[config.mk]
export PLATFORM = sky130hd
export DESIGN_NAME = ashr_host
export DESIGN_NICKNAME = d
export VERILOG_FILES = /design/src/rtl/ashr_pkg.sv /design/src/rtl/ashr_host.sv
export SDC_FILE = /design/constraint.sdc
export NUM_CORES = 1
export LEC_CHECK = 0
export BUFFER_PORTS_ARGS = -buffer_cell sky130_fd_sc_hd__clkbuf_2
export CAP_MARGIN = 20
export CORE_ASPECT_RATIO = 1.75
export CORE_MARGIN = 2
export CORE_UTILIZATION = 50
export CTS_CLUSTER_SIZE = 20
export DETAILED_ROUTE_END_ITERATION = 10
export PLACE_DENSITY = 0.73
export SLEW_MARGIN = 20
export SYNTH_ARGS = -nofsm -noshare
export SYNTH_HDL_FRONTEND = slang
export SYNTH_SLANG_ARGS = --single-unit
[constraint.sdc]
create_clock -name clk_i -period 2.1 [get_ports clk_i]
set_input_delay 0.315 -clock clk_i [delete_from_list [all_inputs] [get_ports clk_i]]
set_output_delay 0.315 -clock clk_i [all_outputs]
set_load 0.01 [all_outputs]
[src/rtl/ashr_pkg.sv]
// Purpose: Constants and types for the converter readout host controller.
// Assumes: 100 MHz system clock, classic Wishbone slave with 32-bit data.
// Notes: Byte addresses below are word aligned.
package ashr_pkg;
    localparam int unsigned CLK_HZ = 100000000;
    localparam int unsigned CLK_NS = 10;
    localparam int unsigned SCK_HZ = 4190000;
    // Half period of the serial clock, rounded down so the clock is never slower
    localparam int unsigned SCK_HALF_CYC = CLK_HZ / (2 * SCK_HZ);
    localparam int unsigned POST_DELAY_NS = 19000;
    localparam int unsigned POST_DELAY_CYC = (POST_DELAY_NS + CLK_NS - 1) / CLK_NS;
    localparam int unsigned CONVERT_BITS = 8;
    localparam int unsigned RESULT_BITS = 16;

    localparam logic [7:0] ADR_CTRL = 8'h00;
    localparam logic [7:0] ADR_CMD = 8'h04;
    localparam logic [7:0] ADR_HALF = 8'h08;
    localparam logic [7:0] ADR_DELAY = 8'h0C;
    localparam logic [7:0] ADR_STATUS = 8'h10;
    localparam logic [7:0] ADR_DATA = 8'h14;
    localparam logic [7:0] ADR_COUNT = 8'h18;

    localparam int unsigned CTRL_ENABLE = 0;
    localparam int unsigned CTRL_HOST_CONV = 1;
    localparam int unsigned CTRL_AUTO = 2;
    localparam int unsigned CMD_START = 0;
    localparam int unsigned ST_VALID = 0;
    localparam int unsigned ST_OVERRUN = 1;
    localparam int unsigned ST_RUNNING = 2;
    localparam int unsigned ST_CONV_PHASE = 3;

    localparam logic [2:0] CTRL_RESET = 3'h0;
    localparam logic [15:0] HALF_RESET = 16'(SCK_HALF_CYC);
    localparam logic [15:0] DELAY_RESET = 16'(POST_DELAY_CYC);

    typedef enum logic [1:0] {
        ASHR_IDLE = 2'b00,
        ASHR_XFER = 2'b01,
        ASHR_DELAY = 2'b11,
        ASHR_ARM = 2'b10
    } ashr_state_t;

    // Pins driven toward the converter
    typedef struct packed {
        logic host_select_zero;
        logic host_select_one;
        logic sclk;
    } ashr_pins_t;
endpackage

[src/rtl/ashr_host.sv]
// Purpose: Host controller reading a 16-bit sampling converter over its serial pins.
// Assumes: Converter pins are asynchronous to clk_i; software drives classic Wishbone.
// Notes: Two modes: busy-triggered readout, or host-issued convert/read transfer pairs.
//
// Decided for this implementation: the address map and register access over Wishbone.
`timescale 1ns/100ps
`default_nettype none
module ashr_host (
    input wire logic clk_i,
    input wire logic rst_i,
    input wire logic wb_cyc_i,
    input wire logic wb_stb_i,
    input wire logic wb_we_i,
    input wire logic [7:0] wb_adr_i,
    input wire logic [3:0] wb_sel_i,
    input wire logic [31:0] wb_dat_i,
    output logic [31:0] wb_dat_o,
    output logic wb_ack_o,
    input wire logic busy_i,
    input wire logic parallel_msb_out_i,
    input wire logic serial_result_out_i,
    output ashr_pkg::ashr_pins_t pins_o
);
    function automatic logic [31:0] merge_bytes(input logic [31:0] old_v,
                                                input logic [31:0] new_v,
                                                input logic [3:0] sel);
        logic [31:0] r;
        r = old_v;
        for (int b = 0; b < 4; b++) begin
            if (sel[b]) begin
                r[b*8 +: 8] = new_v[b*8 +: 8];
            end
        end
        return r;
    endfunction

    logic [2:0] ctrl;
    logic [15:0] half_cyc;
    logic [15:0] delay_cyc;
    logic [15:0] result;
    logic [31:0] conv_count;
    logic valid;
    logic overrun;
    logic start_req;
    ashr_pkg::ashr_state_t state;
    logic conv_phase;
    logic [15:0] div_cnt;
    logic [15:0] delay_cnt;
    logic [4:0] bit_cnt;
    logic [15:0] shreg;
    logic busy_s1, busy_s2, busy_s3;
    logic msb_s1, msb_s2;
    logic sd_s1, sd_s2;

    logic access;
    logic wr;
    logic rd;
    logic half_tick;
    logic sclk_rise;
    logic last_fall;
    logic busy_rise;
    logic data_in;
    logic [4:0] xfer_len;
    logic result_done;

    assign access = wb_cyc_i && wb_stb_i && wb_ack_o;
    assign wr = access && wb_we_i;
    assign rd = access && !wb_we_i;
    assign half_tick = (state == ashr_pkg::ASHR_XFER) && (div_cnt == 16'h0000);
    assign sclk_rise = half_tick && !pins_o.sclk;
    assign xfer_len = conv_phase ? 5'(ashr_pkg::CONVERT_BITS) : 5'(ashr_pkg::RESULT_BITS);
    assign last_fall = half_tick && pins_o.sclk && (bit_cnt == xfer_len);
    assign busy_rise = busy_s2 && !busy_s3;
    // Tri-stateable MSB pin shares the line with other peripherals
    assign data_in = ctrl[ashr_pkg::CTRL_HOST_CONV] ? msb_s2 : sd_s2;
    assign result_done = last_fall && !conv_phase;

    // Two-stage synchronisers for converter pins
    always_ff @(posedge clk_i) begin
        if (rst_i) begin
            busy_s1 <= 1'b1;
            busy_s2 <= 1'b1;
            busy_s3 <= 1'b1;
            msb_s1 <= 1'b0;
            msb_s2 <= 1'b0;
            sd_s1 <= 1'b0;
            sd_s2 <= 1'b0;
        end else begin
            busy_s1 <= busy_i;
            busy_s2 <= busy_s1;
            busy_s3 <= busy_s2;
            msb_s1 <= parallel_msb_out_i;
            msb_s2 <= msb_s1;
            sd_s1 <= serial_result_out_i;
            sd_s2 <= sd_s1;
        end
    end

    // Wishbone answer one cycle after the request, dropped the cycle after
    always_ff @(posedge clk_i) begin
        if (rst_i) begin
            wb_ack_o <= 1'b0;
        end else begin
            wb_ack_o <= wb_cyc_i && wb_stb_i && !wb_ack_o;
        end
    end

    always_ff @(posedge clk_i) begin
        if (rst_i) begin
            wb_dat_o <= 32'h0000_0000;
        end else if (wb_cyc_i && wb_stb_i && !wb_ack_o) begin
            unique case (wb_adr_i)
                ashr_pkg::ADR_CTRL: wb_dat_o <= {29'h0000_0000, ctrl};
                ashr_pkg::ADR_HALF: wb_dat_o <= {16'h0000, half_cyc};
                ashr_pkg::ADR_DELAY: wb_dat_o <= {16'h0000, delay_cyc};
                ashr_pkg::ADR_STATUS: wb_dat_o <= {28'h000_0000, conv_phase,
                    (state != ashr_pkg::ASHR_IDLE), overrun, valid};
                ashr_pkg::ADR_DATA: wb_dat_o <= {16'h0000, result};
                ashr_pkg::ADR_COUNT: wb_dat_o <= conv_count;
                default: wb_dat_o <= 32'h0000_0000;
            endcase
        end
    end

    always_ff @(posedge clk_i) begin
        if (rst_i) begin
            ctrl <= ashr_pkg::CTRL_RESET;
            half_cyc <= ashr_pkg::HALF_RESET;
            delay_cyc <= ashr_pkg::DELAY_RESET;
        end else if (wr) begin
            unique case (wb_adr_i)
                ashr_pkg::ADR_CTRL: ctrl <= 3'(merge_bytes({29'h0, ctrl}, wb_dat_i, wb_sel_i));
                // Zero half period would stall the shifter; floor it at one
                ashr_pkg::ADR_HALF: half_cyc <= (merge_bytes({16'h0, half_cyc}, wb_dat_i,
                    wb_sel_i) == 32'h0) ? 16'h0001 :
                    16'(merge_bytes({16'h0, half_cyc}, wb_dat_i, wb_sel_i));
                ashr_pkg::ADR_DELAY: delay_cyc <= 16'(merge_bytes({16'h0, delay_cyc}, wb_dat_i,
                    wb_sel_i));
                default: ;
            endcase
        end
    end

    always_ff @(posedge clk_i) begin
        if (rst_i) begin
            start_req <= 1'b0;
        end else if (wr && wb_adr_i == ashr_pkg::ADR_CMD && wb_sel_i[0]
                     && wb_dat_i[ashr_pkg::CMD_START]) begin
            start_req <= 1'b1;
        end else if (state == ashr_pkg::ASHR_IDLE) begin
            start_req <= 1'b0;
        end
    end

    // Sequencer: host mode runs convert transfer, delay, data transfer, delay; busy mode arms, then one data transfer
    always_ff @(posedge clk_i) begin
        if (rst_i || !ctrl[ashr_pkg::CTRL_ENABLE]) begin
            state <= ashr_pkg::ASHR_IDLE;
            conv_phase <= 1'b0;
            delay_cnt <= 16'h0000;
        end else begin
            unique case (state)
                ashr_pkg::ASHR_IDLE: begin
                    if (!ctrl[ashr_pkg::CTRL_HOST_CONV]) begin
                        state <= ashr_pkg::ASHR_ARM;
                        conv_phase <= 1'b0;
                    end else if (ctrl[ashr_pkg::CTRL_AUTO] || start_req) begin
                        state <= ashr_pkg::ASHR_XFER;
                        conv_phase <= 1'b1;
                    end
                end
                ashr_pkg::ASHR_ARM: begin
                    // A mode change while armed must not wait on a busy edge that never comes
                    if (ctrl[ashr_pkg::CTRL_HOST_CONV]) begin
                        state <= ashr_pkg::ASHR_IDLE;
                    end else if (busy_rise) begin
                        state <= ashr_pkg::ASHR_XFER;
                    end
                end
                ashr_pkg::ASHR_XFER: begin
                    if (last_fall) begin
                        if (ctrl[ashr_pkg::CTRL_HOST_CONV]) begin
                            state <= ashr_pkg::ASHR_DELAY;
                            delay_cnt <= delay_cyc;
                        end else begin
                            state <= ashr_pkg::ASHR_ARM;
                        end
                    end
                end
                ashr_pkg::ASHR_DELAY: begin
                    if (delay_cnt > 16'h0001) begin
                        delay_cnt <= delay_cnt - 16'h0001;
                    end else if (conv_phase) begin
                        state <= ashr_pkg::ASHR_XFER;
                        conv_phase <= 1'b0;
                    end else if (ctrl[ashr_pkg::CTRL_AUTO]) begin
                        state <= ashr_pkg::ASHR_XFER;
                        conv_phase <= 1'b1;
                    end else begin
                        state <= ashr_pkg::ASHR_IDLE;
                    end
                end
            endcase
        end
    end

    // Serial clock and bit shifter, clock idles low
    always_ff @(posedge clk_i) begin
        if (rst_i || state != ashr_pkg::ASHR_XFER) begin
            pins_o.sclk <= 1'b0;
            // First rise one cycle short of a full half period after select, so the synced pin is settled
            div_cnt <= half_cyc - 16'h0001;
            bit_cnt <= 5'h00;
            shreg <= 16'h0000;
        end else if (half_tick) begin
            div_cnt <= half_cyc - 16'h0001;
            pins_o.sclk <= !pins_o.sclk && !last_fall;
            if (sclk_rise) begin
                bit_cnt <= bit_cnt + 5'h01;
                shreg <= {shreg[14:0], data_in};
            end
            if (last_fall) begin
                bit_cnt <= 5'h00;
            end
        end else begin
            div_cnt <= div_cnt - 16'h0001;
        end
    end

    // Select pins: convert transfer pulls both low, data transfer only chip select
    always_ff @(posedge clk_i) begin
        if (rst_i) begin
            pins_o.host_select_zero <= 1'b1;
            pins_o.host_select_one <= 1'b1;
        end else if (state == ashr_pkg::ASHR_XFER && !last_fall) begin
            pins_o.host_select_zero <= !conv_phase;
            pins_o.host_select_one <= 1'b0;
        end else begin
            pins_o.host_select_zero <= 1'b1;
            pins_o.host_select_one <= 1'b1;
        end
    end

    // Whole word captured at once so upper byte is never lost
    always_ff @(posedge clk_i) begin
        if (rst_i) begin
            result <= 16'h0000;
            conv_count <= 32'h0000_0000;
        end else if (result_done) begin
            result <= shreg;
            conv_count <= conv_count + 32'h0000_0001;
        end
    end

    // New result wins over a read that clears it in the same cycle
    always_ff @(posedge clk_i) begin
        if (rst_i) begin
            valid <= 1'b0;
        end else if (result_done) begin
            valid <= 1'b1;
        end else if (rd && wb_adr_i == ashr_pkg::ADR_DATA) begin
            valid <= 1'b0;
        end
    end

    always_ff @(posedge clk_i) begin
        if (rst_i) begin
            overrun <= 1'b0;
        end else if (result_done && valid) begin
            overrun <= 1'b1;
        end else if (wr && wb_adr_i == ashr_pkg::ADR_STATUS && wb_sel_i[0]
                     && wb_dat_i[ashr_pkg::ST_OVERRUN]) begin
            overrun <= 1'b0;
        end
    end
endmodule // ashr_host
`default_nettype wire

==> summary by stage, run 1 <==
Layout
Cells with a size suffix above 1 make up 26.7% of the layout. The number of nets at the end of the flow is 1273. The relative area change from synthesis to final layout is 28.8%.

The core occupancy in the finished layout is 65.8%. The number of antenna cells inserted is 0.

Global route
The initial antenna violation count is 0. In the global route stage, overall resource usage came out at 27.3%. The maximum number of pins on one net before global-route repair is 39. The first-pass GRT wire length is 40300 um. The remaining global-route overflow is 0. The via count of the first global-routing pass was 8182.

STA
The number of hold violations in the final report came to 0. Static timing analysis puts the maximum clock frequency at 428 MHz. The slew at the pin closest to its max-slew limit is 0.964 ns.

Setup repair after global routing could not meet its margin everywhere. The fraction of the cycle the final worst path needs is 111%. The final-report setup violation count is 67.

The clock arrives with 0.0145 ns of skew. In this run the tightest slew margin relative to its limit is 35.5%. The minimum clock period after layout is 2.33 ns. The number of slew-limit violations in the final report came to 0. Once routing completed, OpenROAD measured the worst setup slack at -0.234 ns. Hold is met by 0.0653 ns.

Yosys
Counting distinct cell types in the post-synthesis netlist gives 69. The primary flip-flop cell chosen by synthesis mapping is sky130_fd_sc_hd__dfxtp_1. The count of warnings emitted by yosys is 0.

The number of nets handed over by synthesis was 1100. The flip-flop and latch count after synthesis is 185. The synthesized instance count is 1040. The cell type with the largest total area after synthesis is sky130_fd_sc_hd__dfxtp_1.

The mean instance size in the synthesized netlist is 8.37 um^2. The share of the Yosys chip area taken by registers is 42.5%. In the synthesized netlist the async set-or-reset flop fraction comes to 0%.

The library cell with the highest instance count after synthesis is sky130_fd_sc_hd__dfxtp_1. By area the synthesized netlist is led by sky130_fd_sc_hd__dfxtp_1, sky130_fd_sc_hd__mux2i_1, sky130_fd_sc_hd__nand2_1. The total standard cell area after synthesis is 8710 um^2.

After synthesis, the most frequently instantiated cells are sky130_fd_sc_hd__dfxtp_1, sky130_fd_sc_hd__nand2_1, sky130_fd_sc_hd__nor2_1. The number of enable flip-flop cells after synthesis is 0. After synthesis, the largest area contributor takes up 42.5% of total cell area.

Min path
The kind of path behind the tightest hold check is primary input to register.

Power
Of the total power, the share spent switching nets is 25.7%. The net switching power figure is 0.00181 W. The worst voltage drop across the vdd grid is 0.548 mV. The total power divided by cell area is 628 nW/um^2. The internal power of the cells totals 0.00523 W.

The clock network accounts for 46.9% of the total power. For this design the static power due to leakage is 4.28 nW. In this run, flip-flops and latches consume 50.0% of the power. Combinational logic is responsible for 3.1% of the overall power.

Die
Pin placement for this block handled 88 I/O pins. For this configuration, the core starts out at a cell density of 51.1%. The vertical extent of the die is 179 um.

In this run the horizontal extent of the chip is 104 um. The core area is 17000 um^2. The floorplan step defined a die boundary enclosing 18500 um^2.

The row count is 63.

Placement
The number of port buffers is 87. The HPWL after detailed placement is 18900 um. Routability-driven placement finished with a final weighted congestion of 0.945.

Routing
The total DRC errors in the routed layout is 0. Using the TritonRoute via totals, the vias-per-cell ratio works out to 5.99. Before antenna repair, the detailed router went through 7 iterations. The wire length after detailed routing is 27000 um.

The detailed router placed 8706 vias in this run. The final routed wire length divided by cell count is 18.6 um. The remaining antenna violation count after routing is 0. The detailed router finished its first iteration with 510 violations.

Worst setup path
The delay of the slowest cell on the worst path is 0.57 ns. Walking the worst path, the cells encountered are or4_4 > or3_4 > nor4_4 > buf_6 > clkbuf_16 > o22ai_1 > a32o_1. On the critical path, the stage with the largest delay is an instance of sky130_fd_sc_hd__or4_4. The worst setup path is launched from a register. Data on the critical path arrives at its endpoint at 2.68 ns. The critical path contains buffers and inverters numbering 2 combined.

Among cell families on the critical path, the largest total delay comes from simple AND/OR/NAND/NOR gates. The critical path data required time is 2.44 ns. The capturing element type of the critical path is a register. For flop-to-flop paths, the worst setup slack is -0.23 ns. In this run the worst path has a maximum fanout of 9. The critical path is of the register to register type.

Clock tree
The TritonCTS clock tree is done. The CTS buffer count is 17. The maximum buffer depth of the clock tree is 2. Clock tree synthesis selected as its root buffer the cell sky130_fd_sc_hd__clkbuf_16. The clock edge transition at the registers on the reported setup and hold paths is 0.08 ns. The number of levels the H-tree was split into is 4.

The later-pin clock latency in the skew report is 0.45 ns. CTS saw 185 sinks. Hold repair after CTS inserted 0 buffers.

Run status
The flow ran to the end, but the final reports show violations. The final reports fail on setup timing.

Run
The number of max-cap violations is 0.
==> cell usage in the layout (no fill, tap or decap), drive strengths merged, types with 8 or more instances in the layout <==
| cell type | n |
|---|---|
| ha | 8 |
| buf | 130 |
| o22ai | 10 |
| a211o | 9 |
| nor4 | 27 |
| dfxtp | 185 |
| nand3 | 19 |
| and3 | 8 |
| clkbuf | 107 |
| a221oi | 17 |
| mux2i | 51 |
| a21oi | 84 |
| or4 | 14 |
| nor3 | 27 |
| or3 | 31 |
| xor2 | 8 |
| nand2 | 125 |
| nand4 | 19 |
| inv | 28 |
| nor2 | 105 |
| nor2b | 16 |
| xnor2 | 23 |
| or2 | 8 |
| a22oi | 20 |
| o31ai | 10 |
| o21ai | 54 |
| a32o | 14 |
==> final timing paths <==
| check | from | to | cells past startpoint |
|---|---|---|---|
| worst max register to register | div_cnt[13]$_DFF_P_ | delay_cnt[3]$_SDFFE_PP0P_ | 7 |
| worst max-delay path | div_cnt[13]$_DFF_P_ | delay_cnt[3]$_SDFFE_PP0P_ | 7 |
| worst min register to register | busy_s1$_SDFF_PP1_ | busy_s2$_SDFF_PP1_ | 1 |
| worst min-delay path | busy_i | busy_s1$_SDFF_PP1_ | 2 |
==> layer usage <==
| layer | global-route usage [%] | part of all wire (%) | routed length, um |
|---|---|---|---|
| met3 | 4.86 | 5.2 | 1410 |
| met4 | 16.6 | 5.7 | 1530 |
| met5 | 0 | 0 | 0 |
| met1 | 29.3 | 38 | 10200 |
| met2 | 49.6 | 51 | 13800 |
==> power by group through the flow <==
stage | clock network, W | registers [W] | logic [W]
2_1_floorplan | 0 | 0.00360 | 0.0000949
3_3_place_gp | 0 | 0.00360 | 0.000208
3_5_place_dp | 0 | 0.00360 | 0.000211
4_1_cts | 0.00332 | 0.00352 | 0.000212
5_1_grt | 0.00346 | 0.00352 | 0.000230
6_report | 0.00330 | 0.00352 | 0.000219
==> final cells by class <==
cell class	count	area, um^2
Fill cell	1422	5820
Sequential cell	185	3710
Inverter	19	71.3
Clock inverter	15	188
Clock buffer	17	425
Tap cell	227	284
Multi-Input combinational cell	770	4910
Timing Repair Buffer	220	1620
==> registers in the layout, summed over array words and instances, names as in the netlist, 2 cells and up <==
| signal | count |
|---|---|
| div_cnt | 16 |
| result | 16 |
| conv_count | 32 |
| bit_cnt | 5 |
| state | 2 |
| ctrl | 3 |
| delay_cyc | 16 |
| pins_o | 3 |
| half_cyc | 16 |
| delay_cnt | 16 |
| wb_dat_o | 32 |
| shreg | 16 |
==> what timing repair did <==
action                                  in CTS  in global routing
endpoints found under the setup margin      66                 79
pin swaps                                    5                 46
resized for setup                           15                 67
buffers inserted                             1                 11
cloned                                       0                  8
==> cell families after synthesis <==
kind of cell	share of synthesized area, %
AO/OA/AOI/OAI	18.3
XOR/XNOR	3.12
adder cells (fa/ha/maj)	1.15
buffers and inverters	3.89
flip-flops	42.5
multiplexers	6.25
AND/OR/NAND/NOR	24.7
==> stage by stage <==
stage | area [um^2] | instances | total power (W) | setup WS, ns | setup TNS (ns)
after floorplan | 8730 | 1040 | 0.00370 | -0.144 | -2.40
after global placement | 10100 | 1401 | 0.00381 | -0.121 | -1.82
after detailed placement | 10100 | 1401 | 0.00381 | -0.149 | -3.98
after CTS | 10800 | 1434 | 0.00706 | -0.136 | -2.89
after global routing | 11200 | 1453 | 0.00721 | -0.269 | -13.12
final | 11200 | 1453 | 0.00704 | -0.234 | -8.50
==> worst reg2reg max path: stages (launching register included) <==
cell and delay (ns):
sky130_fd_sc_hd__dfxtp_1 0.31, sky130_fd_sc_hd__or4_4 0.57, sky130_fd_sc_hd__or3_4 0.38, sky130_fd_sc_hd__nor4_4 0.30
sky130_fd_sc_hd__buf_6 0.19, sky130_fd_sc_hd__clkbuf_16 0.17, sky130_fd_sc_hd__o22ai_1 0.09, sky130_fd_sc_hd__a32o_1 0.23
Power figures use the tool's default switching activity.
==> run 2, diff against run 1 <==
--- a/config.mk
+++ b/config.mk
@@ -9,10 +9,10 @@
 export CAP_MARGIN = 20
 export CORE_ASPECT_RATIO = 1.75
 export CORE_MARGIN = 2
-export CORE_UTILIZATION = 50
+export CORE_UTILIZATION = 40
 export CTS_CLUSTER_SIZE = 20
 export DETAILED_ROUTE_END_ITERATION = 10
-export PLACE_DENSITY = 0.73
+export PLACE_DENSITY = 0.61
 export SLEW_MARGIN = 20
 export SYNTH_ARGS = -nofsm -noshare
 export SYNTH_HDL_FRONTEND = slang
==> run 2 against run 1 <==
The run still ends with setup timing left. Die area increased by 24%. Via count decreased by 3.1%. Final cell count increased by 4.7%. Hold slack got worse by 0.012 ns. Sequential share of layout area decreased by 0.19 points. Count of clock-buffer cells in the layout increased by 1. Maximum frequency increased by 3.4%. Final area increased by 0.52%. First-iteration DRC count increased by 13%. Clock skew decreased by 0.0021 ns. Wire length increased by 0.70%. Worst setup slack improved by 0.077 ns.
==> summary by stage, run 2 (synthesized netlist as in run 1, its figures left out) <==
Run status
Status: finished, violations left (unchanged). Violated checks: setup timing (unchanged).

Placement
The worst setup timing slack at the placement stage came to -0.295 ns (was -0.149 ns). The placed wire-length estimate came to 20100 um (was 18900 um). The number of port buffers is 87 (unchanged). The placed cell area was 10300 um^2 (was 10100 um^2). The routability congestion estimate from global placement is 0.922 (was 0.945).

Layout
The area taken by multi-input logic gates is 4890 um^2 (was 4910 um^2). Most frequent cells in the layout: sky130_fd_sc_hd__dfxtp_1, sky130_fd_sc_hd__buf_4, sky130_fd_sc_hd__nand2_1, sky130_fd_sc_hd__nor2_1, sky130_fd_sc_hd__clkbuf_2 (was sky130_fd_sc_hd__dfxtp_1, sky130_fd_sc_hd__nand2_1, sky130_fd_sc_hd__buf_4, sky130_fd_sc_hd__nor2_1, sky130_fd_sc_hd__clkbuf_2). The relative area change from synthesis to final layout is 29.4% (was 28.8%). Largest regs: conv_count x32, wb_dat_o x32 (unchanged). The core occupancy in the finished layout came to 52.6% (was 65.8%). The final instance area is 11300 um^2 (was 11200 um^2). The most common cell after layout, fill and taps aside is sky130_fd_sc_hd__dfxtp_1 (unchanged). The area occupied by registers is 3710 um^2 (about the same).

The share of post-route cells with drive strength above 1 came to 26.6% (was 26.7%). The number of nets at the end of the flow was 1276 (was 1273). The number of antenna cells inserted is 0 (unchanged). The filler cell count is 2018 (was 1422).

Global route
The first-pass GRT wire length is 42400 um (was 40300 um). The via count of the first global-routing pass is 8185 (was 8182). The initial antenna violation count is 0 (unchanged). The maximum number of pins on one net before global-route repair is 44 (was 39).

The remaining global-route overflow is 0 (unchanged). The overall track demand over capacity in global routing is 23.7% (was 27.3%).

Worst setup path
The setup slack of the most critical reg-to-reg path is -0.16 ns (was -0.23 ns). The startpoint of the worst-slack reg-to-reg timing path is div_cnt[10]$_DFF_P_ (was div_cnt[13]$_DFF_P_). The maximum fanout encountered on the critical timing path is 7 (was 9). The critical path data required time is 2.49 ns (was 2.44 ns). The capturing element type of the critical path was a register (unchanged).

The endpoint of the lowest-slack register-to-register path is delay_cnt[10]$_SDFFE_PP0P_ (was delay_cnt[3]$_SDFFE_PP0P_). The worst setup path endpoint is delay_cnt[10]$_SDFFE_PP0P_ (was delay_cnt[3]$_SDFFE_PP0P_). The data arrival time at the worst-slack endpoint came to 2.65 ns (was 2.68 ns). The startpoint of the worst setup timing path is div_cnt[10]$_DFF_P_ (was div_cnt[13]$_DFF_P_).

The number of cells on the worst reg-to-reg path is 8 (was 7). The startpoint type of the worst setup path is a register (unchanged). The type of the worst setup path is register to register (unchanged).

STA
The peak clock frequency supported by timing is 443 MHz (was 428 MHz). The slew at the pin closest to its max-slew limit is 1.03 ns (was 0.964 ns). The number of slew-limit violations in the final report is 0 (unchanged). The slack of the critical path is -0.157 ns (was -0.234 ns).

The final-report setup violation count is 58 (was 67). The worst hold slack was 0.0534 ns (was 0.0653 ns). The fraction of the cycle the final worst path needs is 107% (was 111%). Setup repair after global routing missed its margin: true (unchanged). The number of hold violations in the final report is 0 (unchanged). The minimum clock period after layout is 2.26 ns (was 2.33 ns). The worst-case clock skew is 0.0124 ns (was 0.0145 ns).

The post-route setup TNS is -4.05 ns (was -8.50 ns). The headroom to the max-slew limit is 31.0% (was 35.5%).

Routing
The remaining antenna violation count after routing is 0 (unchanged). The wire length after detailed routing is 27200 um (was 27000 um). The DRC violation total after the first TritonRoute iteration is 575 (was 510). The via count is 8433 (was 8706). The via density per instance was 5.54 (was 5.99).

The final routed wire length divided by cell count was 17.9 um (was 18.6 um). The total DRC errors in the routed layout was 0 (unchanged). The number of iterations in the first detailed-routing pass is 5 (was 7).

Power
The total leakage power is 4.34 nW (was 4.28 nW). The internal power component is 0.00531 W (was 0.00523 W). The power share of the sequential group is 50.4% (was 50.0%). The net switching power figure is 0.00168 W (was 0.00181 W). The switching part of the total is 24.0% (was 25.7%). The clock network fraction of design power is 46.5% (was 46.9%). The share of total power in combinational logic is 3.1% (about the same). The total power divided by cell area came to 620 nW/um^2 (was 628 nW/um^2).

The worst voltage drop across the vdd grid came to 0.397 mV (was 0.548 mV).

Die
The number of placed I/O pins is 88 (unchanged). The row count was 71 (was 63). The initial core utilization is 40.7% (was 51.1%). The core area is 21400 um^2 (was 17000 um^2). The vertical extent of the die is 199 um (was 179 um). The width of the die came to 116 um (was 104 um).

The area of the die is 23000 um^2 (was 18500 um^2).

Clock tree
The maximum buffer depth of the clock tree is 2 (unchanged). The TritonCTS clock tree is done (unchanged). The clock sink count is 185 (unchanged). The clock edge transition at the registers on the reported setup and hold paths is 0.07 ns (was 0.08 ns). The CTS buffer count was 17 (unchanged). The later-pin clock latency in the skew report is 0.45 ns (about the same).

The number of levels the H-tree was split into is 4 (unchanged). The CTS root buffer is sky130_fd_sc_hd__clkbuf_16 (unchanged).

Min path
The kind of path behind the tightest hold check is primary input to register (unchanged).

Run
The number of max-cap violations is 0 (unchanged).
[run 2: critical path, stage by stage (launching register included)]
cell and delay (ns):
sky130_fd_sc_hd__dfxtp_2 0.32, sky130_fd_sc_hd__or4_4 0.57, sky130_fd_sc_hd__or2_4 0.30, sky130_fd_sc_hd__nor4_4 0.27
sky130_fd_sc_hd__buf_6 0.19, sky130_fd_sc_hd__buf_12 0.14, sky130_fd_sc_hd__o21a_1 0.15, sky130_fd_sc_hd__buf_12 0.13
sky130_fd_sc_hd__a32o_1 0.12
[run 2: stage by stage]
stage	total power, W	instances
5_1_grt	0.00720	1521
4_1_cts	0.00705	1518
2_1_floorplan	0.00370	1040
3_5_place_dp	0.00382	1480
6_report	0.00699	1521
3_3_place_gp	0.00382	1480
[run 2: worst min-delay path by stage]
stage / slack, ns / start / cells past startpoint / to
global placement: 0.39 / busy_s1$_SDFF_PP1_ / 1 / busy_s2$_SDFF_PP1_
detailed placement: 0.40 / busy_s1$_SDFF_PP1_ / 1 / busy_s2$_SDFF_PP1_
finish: 0.05 / busy_i / 2 / busy_s1$_SDFF_PP1_
CTS: 0.04 / busy_i / 2 / busy_s1$_SDFF_PP1_
global route: 0.05 / busy_i / 2 / busy_s1$_SDFF_PP1_
floorplan: 0.39 / busy_s1$_SDFF_PP1_ / 1 / busy_s2$_SDFF_PP1_
[run 2: metal layers]
| metal | up-vias | GRT usage, % | share of wire, % |
|---|---|---|---|
| li1 | 4125 | - | - |
| met4 | 0 | 10.8 | 4.1 |
| met1 | 4017 | 26.1 | 39 |
| met2 | 219 | 43.6 | 53 |
| met3 | 72 | 4.03 | 3.8 |
| met5 | - | 0 | 0 |
[run 2: power groups by stage]
stage	registers, W	clock network (W)	logic, W
5_1_grt	0.00352	0.00344	0.000231
4_1_cts	0.00352	0.00331	0.000215
3_3_place_gp	0.00360	0	0.000214
6_report	0.00352	0.00325	0.000217
3_5_place_dp	0.00360	0	0.000214
2_1_floorplan	0.00360	0	0.0000949
[run 2: area by class of cell]
| type | count | area share, % |
|---|---|---|
| timing repair buffer | 223 | 14.6 |
| sequential | 185 | 32.9 |
| clock inverter | 14 | 1.35 |
| multi-input combinational | 770 | 43.4 |
| tap | 292 | 3.24 |
| inverter | 19 | 0.633 |
| clock buffer | 18 | 3.90 |
[run 2: timing repair]
action | 4_1_cts | 5_1_grt
gates cloned | 2 | 3
hold buffers | 0 | 0
gates resized for setup | 53 | 21
pin swaps | 51 | 14
endpoints found under the setup margin | 62 | 75
setup buffers | 4 | 1
==> run 3, diff against run 2 <==
--- a/config.mk
+++ b/config.mk
@@ -7,12 +7,11 @@
 export LEC_CHECK = 0
 export BUFFER_PORTS_ARGS = -buffer_cell sky130_fd_sc_hd__clkbuf_2
 export CAP_MARGIN = 20
-export CORE_ASPECT_RATIO = 1.75
 export CORE_MARGIN = 2
 export CORE_UTILIZATION = 40
 export CTS_CLUSTER_SIZE = 20
 export DETAILED_ROUTE_END_ITERATION = 10
-export PLACE_DENSITY = 0.61
+export PLACE_DENSITY = 0.59
 export SLEW_MARGIN = 20
 export SYNTH_ARGS = -nofsm -noshare
 export SYNTH_HDL_FRONTEND = slang
==> constraint.sdc (replaced) <==
create_clock -name clk_i -period 2.6 [get_ports clk_i]
set_input_delay 0.39 -clock clk_i [delete_from_list [all_inputs] [get_ports clk_i]]
set_output_delay 0.39 -clock clk_i [all_outputs]
set_load 0.01 [all_outputs]
==> run 3 against run 2 <==
The flow now finishes without violations. Combinational power shrank 23%. Hold slack better by 0.076 ns. Largest power group unchanged. Register-to-register slack better by 0.32 ns. Critical endpoint is now conv_count[30]$_SDFFE_PP0P_.
==> summary by stage, run 3 (synthesized netlist as in run 1, its figures left out) <==
Worst setup path
The endpoint of the lowest-slack register-to-register path is conv_count[30]$_SDFFE_PP0P_ (was delay_cnt[10]$_SDFFE_PP0P_). The capturing element type of the critical path is a register (unchanged). The critical path data required time came to 2.97 ns (was 2.49 ns). The number of cells on the worst reg-to-reg path is 6 (was 8). The startpoint type of the worst setup path is a register (unchanged). The startpoint of the worst-slack reg-to-reg timing path is div_cnt[10]$_DFF_P_ (unchanged). The setup slack of the most critical reg-to-reg path is 0.17 ns (was -0.16 ns). The slowest stage cell on the critical path is sky130_fd_sc_hd__or4_4 (unchanged). The type of the worst setup path is register to register (unchanged).

Cell Chain, Critical Path: or4_4 > nor4_1 > buf_4 > nand4_1 > or4_1 > a21oi_1 (was or4_4 > or2_4 > nor4_4 > buf_6 > buf_12 > o21a_1 > buf_12 > a32o_1). The data arrival time at the worst-slack endpoint was 2.80 ns (was 2.65 ns). The maximum fanout encountered on the critical timing path is 6 (was 7). The delay of the slowest cell on the worst path is 0.57 ns (about the same).

Clock tree
The clock sink count came to 185 (unchanged). The CTS buffer count came to 17 (unchanged). The CTS root buffer is sky130_fd_sc_hd__clkbuf_16 (unchanged).

The setup fix buffers added after clock tree synthesis was 0 (was 4). The post-cts hold buffer count is 0 (unchanged). The TritonCTS clock tree was done (unchanged). The later-pin clock latency in the skew report is 0.44 ns (was 0.45 ns). The maximum buffer depth of the clock tree is 2 (unchanged). The number of instances resized during post-cts repair is 0 (was 53). The number of levels the H-tree was split into is 4 (unchanged). The clock edge transition at the registers on the reported setup and hold paths came to 0.07 ns (about the same).

Run
The number of max-cap violations is 0 (unchanged).

Routing
The via count is 7891 (was 8433). The final routed wire length divided by cell count is 17.4 um (was 17.9 um). The number of iterations in the first detailed-routing pass came to 6 (was 5). The total DRC errors in the routed layout is 0 (unchanged).

The via density per instance is 5.58 (was 5.54). The remaining antenna violation count after routing is 0 (unchanged). The wire length after detailed routing is 24600 um (was 27200 um). The DRC violation total after the first TritonRoute iteration is 479 (was 575).

Global route
The remaining global-route overflow is 0 (unchanged). The maximum number of pins on one net before global-route repair is 52 (was 44). The via count of the first global-routing pass is 7172 (was 8185). The first-pass GRT wire length is 38600 um (was 42400 um). The overall track demand over capacity in global routing is 21.8% (was 23.7%). The initial antenna violation count came to 0 (unchanged).

Power
The share of total power in combinational logic is 3.0% (was 3.1%). The clock network fraction of design power was 45.4% (was 46.5%). The net switching power figure came to 0.00127 W (was 0.00168 W).

The switching part of the total is 23.0% (was 24.0%). The power share of the sequential group is 51.5% (was 50.4%). The internal power component was 0.00425 W (was 0.00531 W).

The worst voltage drop across the vdd grid is 0.412 mV (was 0.397 mV). The total power divided by cell area was 545 nW/um^2 (was 620 nW/um^2). The total leakage power is 3.74 nW (was 4.34 nW).

STA
The number of slew-limit violations in the final report was 0 (unchanged). The number of hold violations in the final report came to 0 (unchanged). The headroom to the max-slew limit came to 28.4% (was 31.0%). The peak clock frequency supported by timing is 411 MHz (was 443 MHz). Setup repair after global routing missed its margin: false (was true). The worst-case clock skew is 0.0106 ns (was 0.0124 ns). The minimum clock period after layout is 2.43 ns (was 2.26 ns). The fraction of the cycle the final worst path needs is 93.6% (was 107%). The slew at the pin closest to its max-slew limit came to 1.07 ns (was 1.03 ns). The post-route setup TNS is 0 ns (was -4.05 ns). The final-report setup violation count is 0 (was 58).

Layout
Largest regs: conv_count x32, wb_dat_o x32 (unchanged). The share of post-route cells with drive strength above 1 is 16.3% (was 26.6%). The number of nets at the end of the flow came to 1185 (was 1276). Most frequent cells in the layout: sky130_fd_sc_hd__dfxtp_1, sky130_fd_sc_hd__nand2_1, sky130_fd_sc_hd__nor2_1, sky130_fd_sc_hd__clkbuf_2, sky130_fd_sc_hd__a21oi_1 (was sky130_fd_sc_hd__dfxtp_1, sky130_fd_sc_hd__buf_4, sky130_fd_sc_hd__nand2_1, sky130_fd_sc_hd__nor2_1, sky130_fd_sc_hd__clkbuf_2). The number of antenna cells inserted is 0 (unchanged). The relative area change from synthesis to final layout is 16.4% (was 29.4%).

The most common cell after layout, fill and taps aside is sky130_fd_sc_hd__dfxtp_1 (unchanged). The final instance area is 10100 um^2 (was 11300 um^2).

Die
The width of the die came to 152 um (was 116 um). The row count was 53 (was 71). The area of the die is 23000 um^2 (about the same). The number of placed I/O pins is 88 (unchanged). The core area is 21200 um^2 (was 21400 um^2).

The initial core utilization was 41.0% (was 40.7%). The vertical extent of the die was 152 um (was 199 um).

Min path
The cell depth of the worst hold path is 2 (unchanged). The kind of path behind the tightest hold check is primary input to register (unchanged). The worst-case hold path end point is busy_s1$_SDFF_PP1_ (unchanged). The start point of the worst hold path was busy_i (unchanged).

Placement
The placed cell area is 9580 um^2 (was 10300 um^2). The number of port buffers is 87 (unchanged). The placed wire-length estimate is 18000 um (was 20100 um). The routability congestion estimate from global placement was 0.849 (was 0.922).

Run status
Status: finished, final reports clean (was finished, violations left).
[run 3: changes by cell type in the layout (fill, tap and decap cells not counted), sizes merged]
cell      before  now
inv           27   23
clkinvlp       2    0
clkinv         3    8
clkbuf       106  105
buf          135   46
[run 3: worst max-delay path: cells and delay by family (launching register included)]
family	cells	cell delay (ns)
AOI/OAI and AO/OA	1	0.15
DFF	1	0.34
buffers and inverters	1	0.19
and+or+nand+nor	4	1.69
[run 3: routing by layer]
layer  up-vias  global-route usage [%]  share of wire [%]
met4         0                    6.02                1.2
met5         -                       0                  0
met2       214                    34.8                 46
met1      3716                    30.5                 48
li1       3940                       -                  -
met3        21                    4.07                5.1
[run 3: through the flow]
step                      util [%]  hold WS, ns  instances  worst slack (ns)  power (W)
after floorplan                  -        0.389       1040             0.276    0.00299
after CTS                     47.8        0.114       1413             0.210    0.00557
after global routing          47.8        0.121       1413            0.0542    0.00571
final                         47.8        0.129       1413             0.166    0.00552
after detailed placement      45.1        0.392       1381             0.250    0.00308
after global placement        45.1        0.391       1381             0.244    0.00307
[run 3: area by class of cell]
| cell class | instances | area [um^2] |
|---|---|---|
| fillers | 2133 | 11100 |
| clock buffers | 19 | 443 |
| clock inverters | 13 | 116 |
| inverters | 19 | 71.3 |
| multi-input cells | 770 | 4670 |
| well taps | 275 | 344 |
| repair buffers | 132 | 788 |
| flip-flops and latches | 185 | 3700 |
[run 3: power groups by stage]
stage                     registers [W]  logic [W]  clock network [W]
after floorplan                 0.00291  0.0000766                  0
after global routing            0.00284   0.000182            0.00269
after global placement          0.00291   0.000165                  0
after CTS                       0.00284   0.000166            0.00256
final                           0.00284   0.000168            0.00251
after detailed placement        0.00291   0.000165                  0
[run 3: how the worst max path moves through the flow]
stage,startpoint,end,slack [ns],depth (start not counted)
after floorplan,div_cnt[12]$_DFF_P_,delay_cnt[15]$_SDFFE_PP0P_,0.28,6
after global placement,div_cnt[10]$_DFF_P_,conv_count[26]$_SDFFE_PP0P_,0.24,6
after detailed placement,div_cnt[10]$_DFF_P_,conv_count[26]$_SDFFE_PP0P_,0.25,6
after CTS,div_cnt[10]$_DFF_P_,conv_count[30]$_SDFFE_PP0P_,0.21,6
after global routing,div_cnt[10]$_DFF_P_,conv_count[30]$_SDFFE_PP0P_,0.05,6
final,div_cnt[10]$_DFF_P_,conv_count[30]$_SDFFE_PP0P_,0.17,6
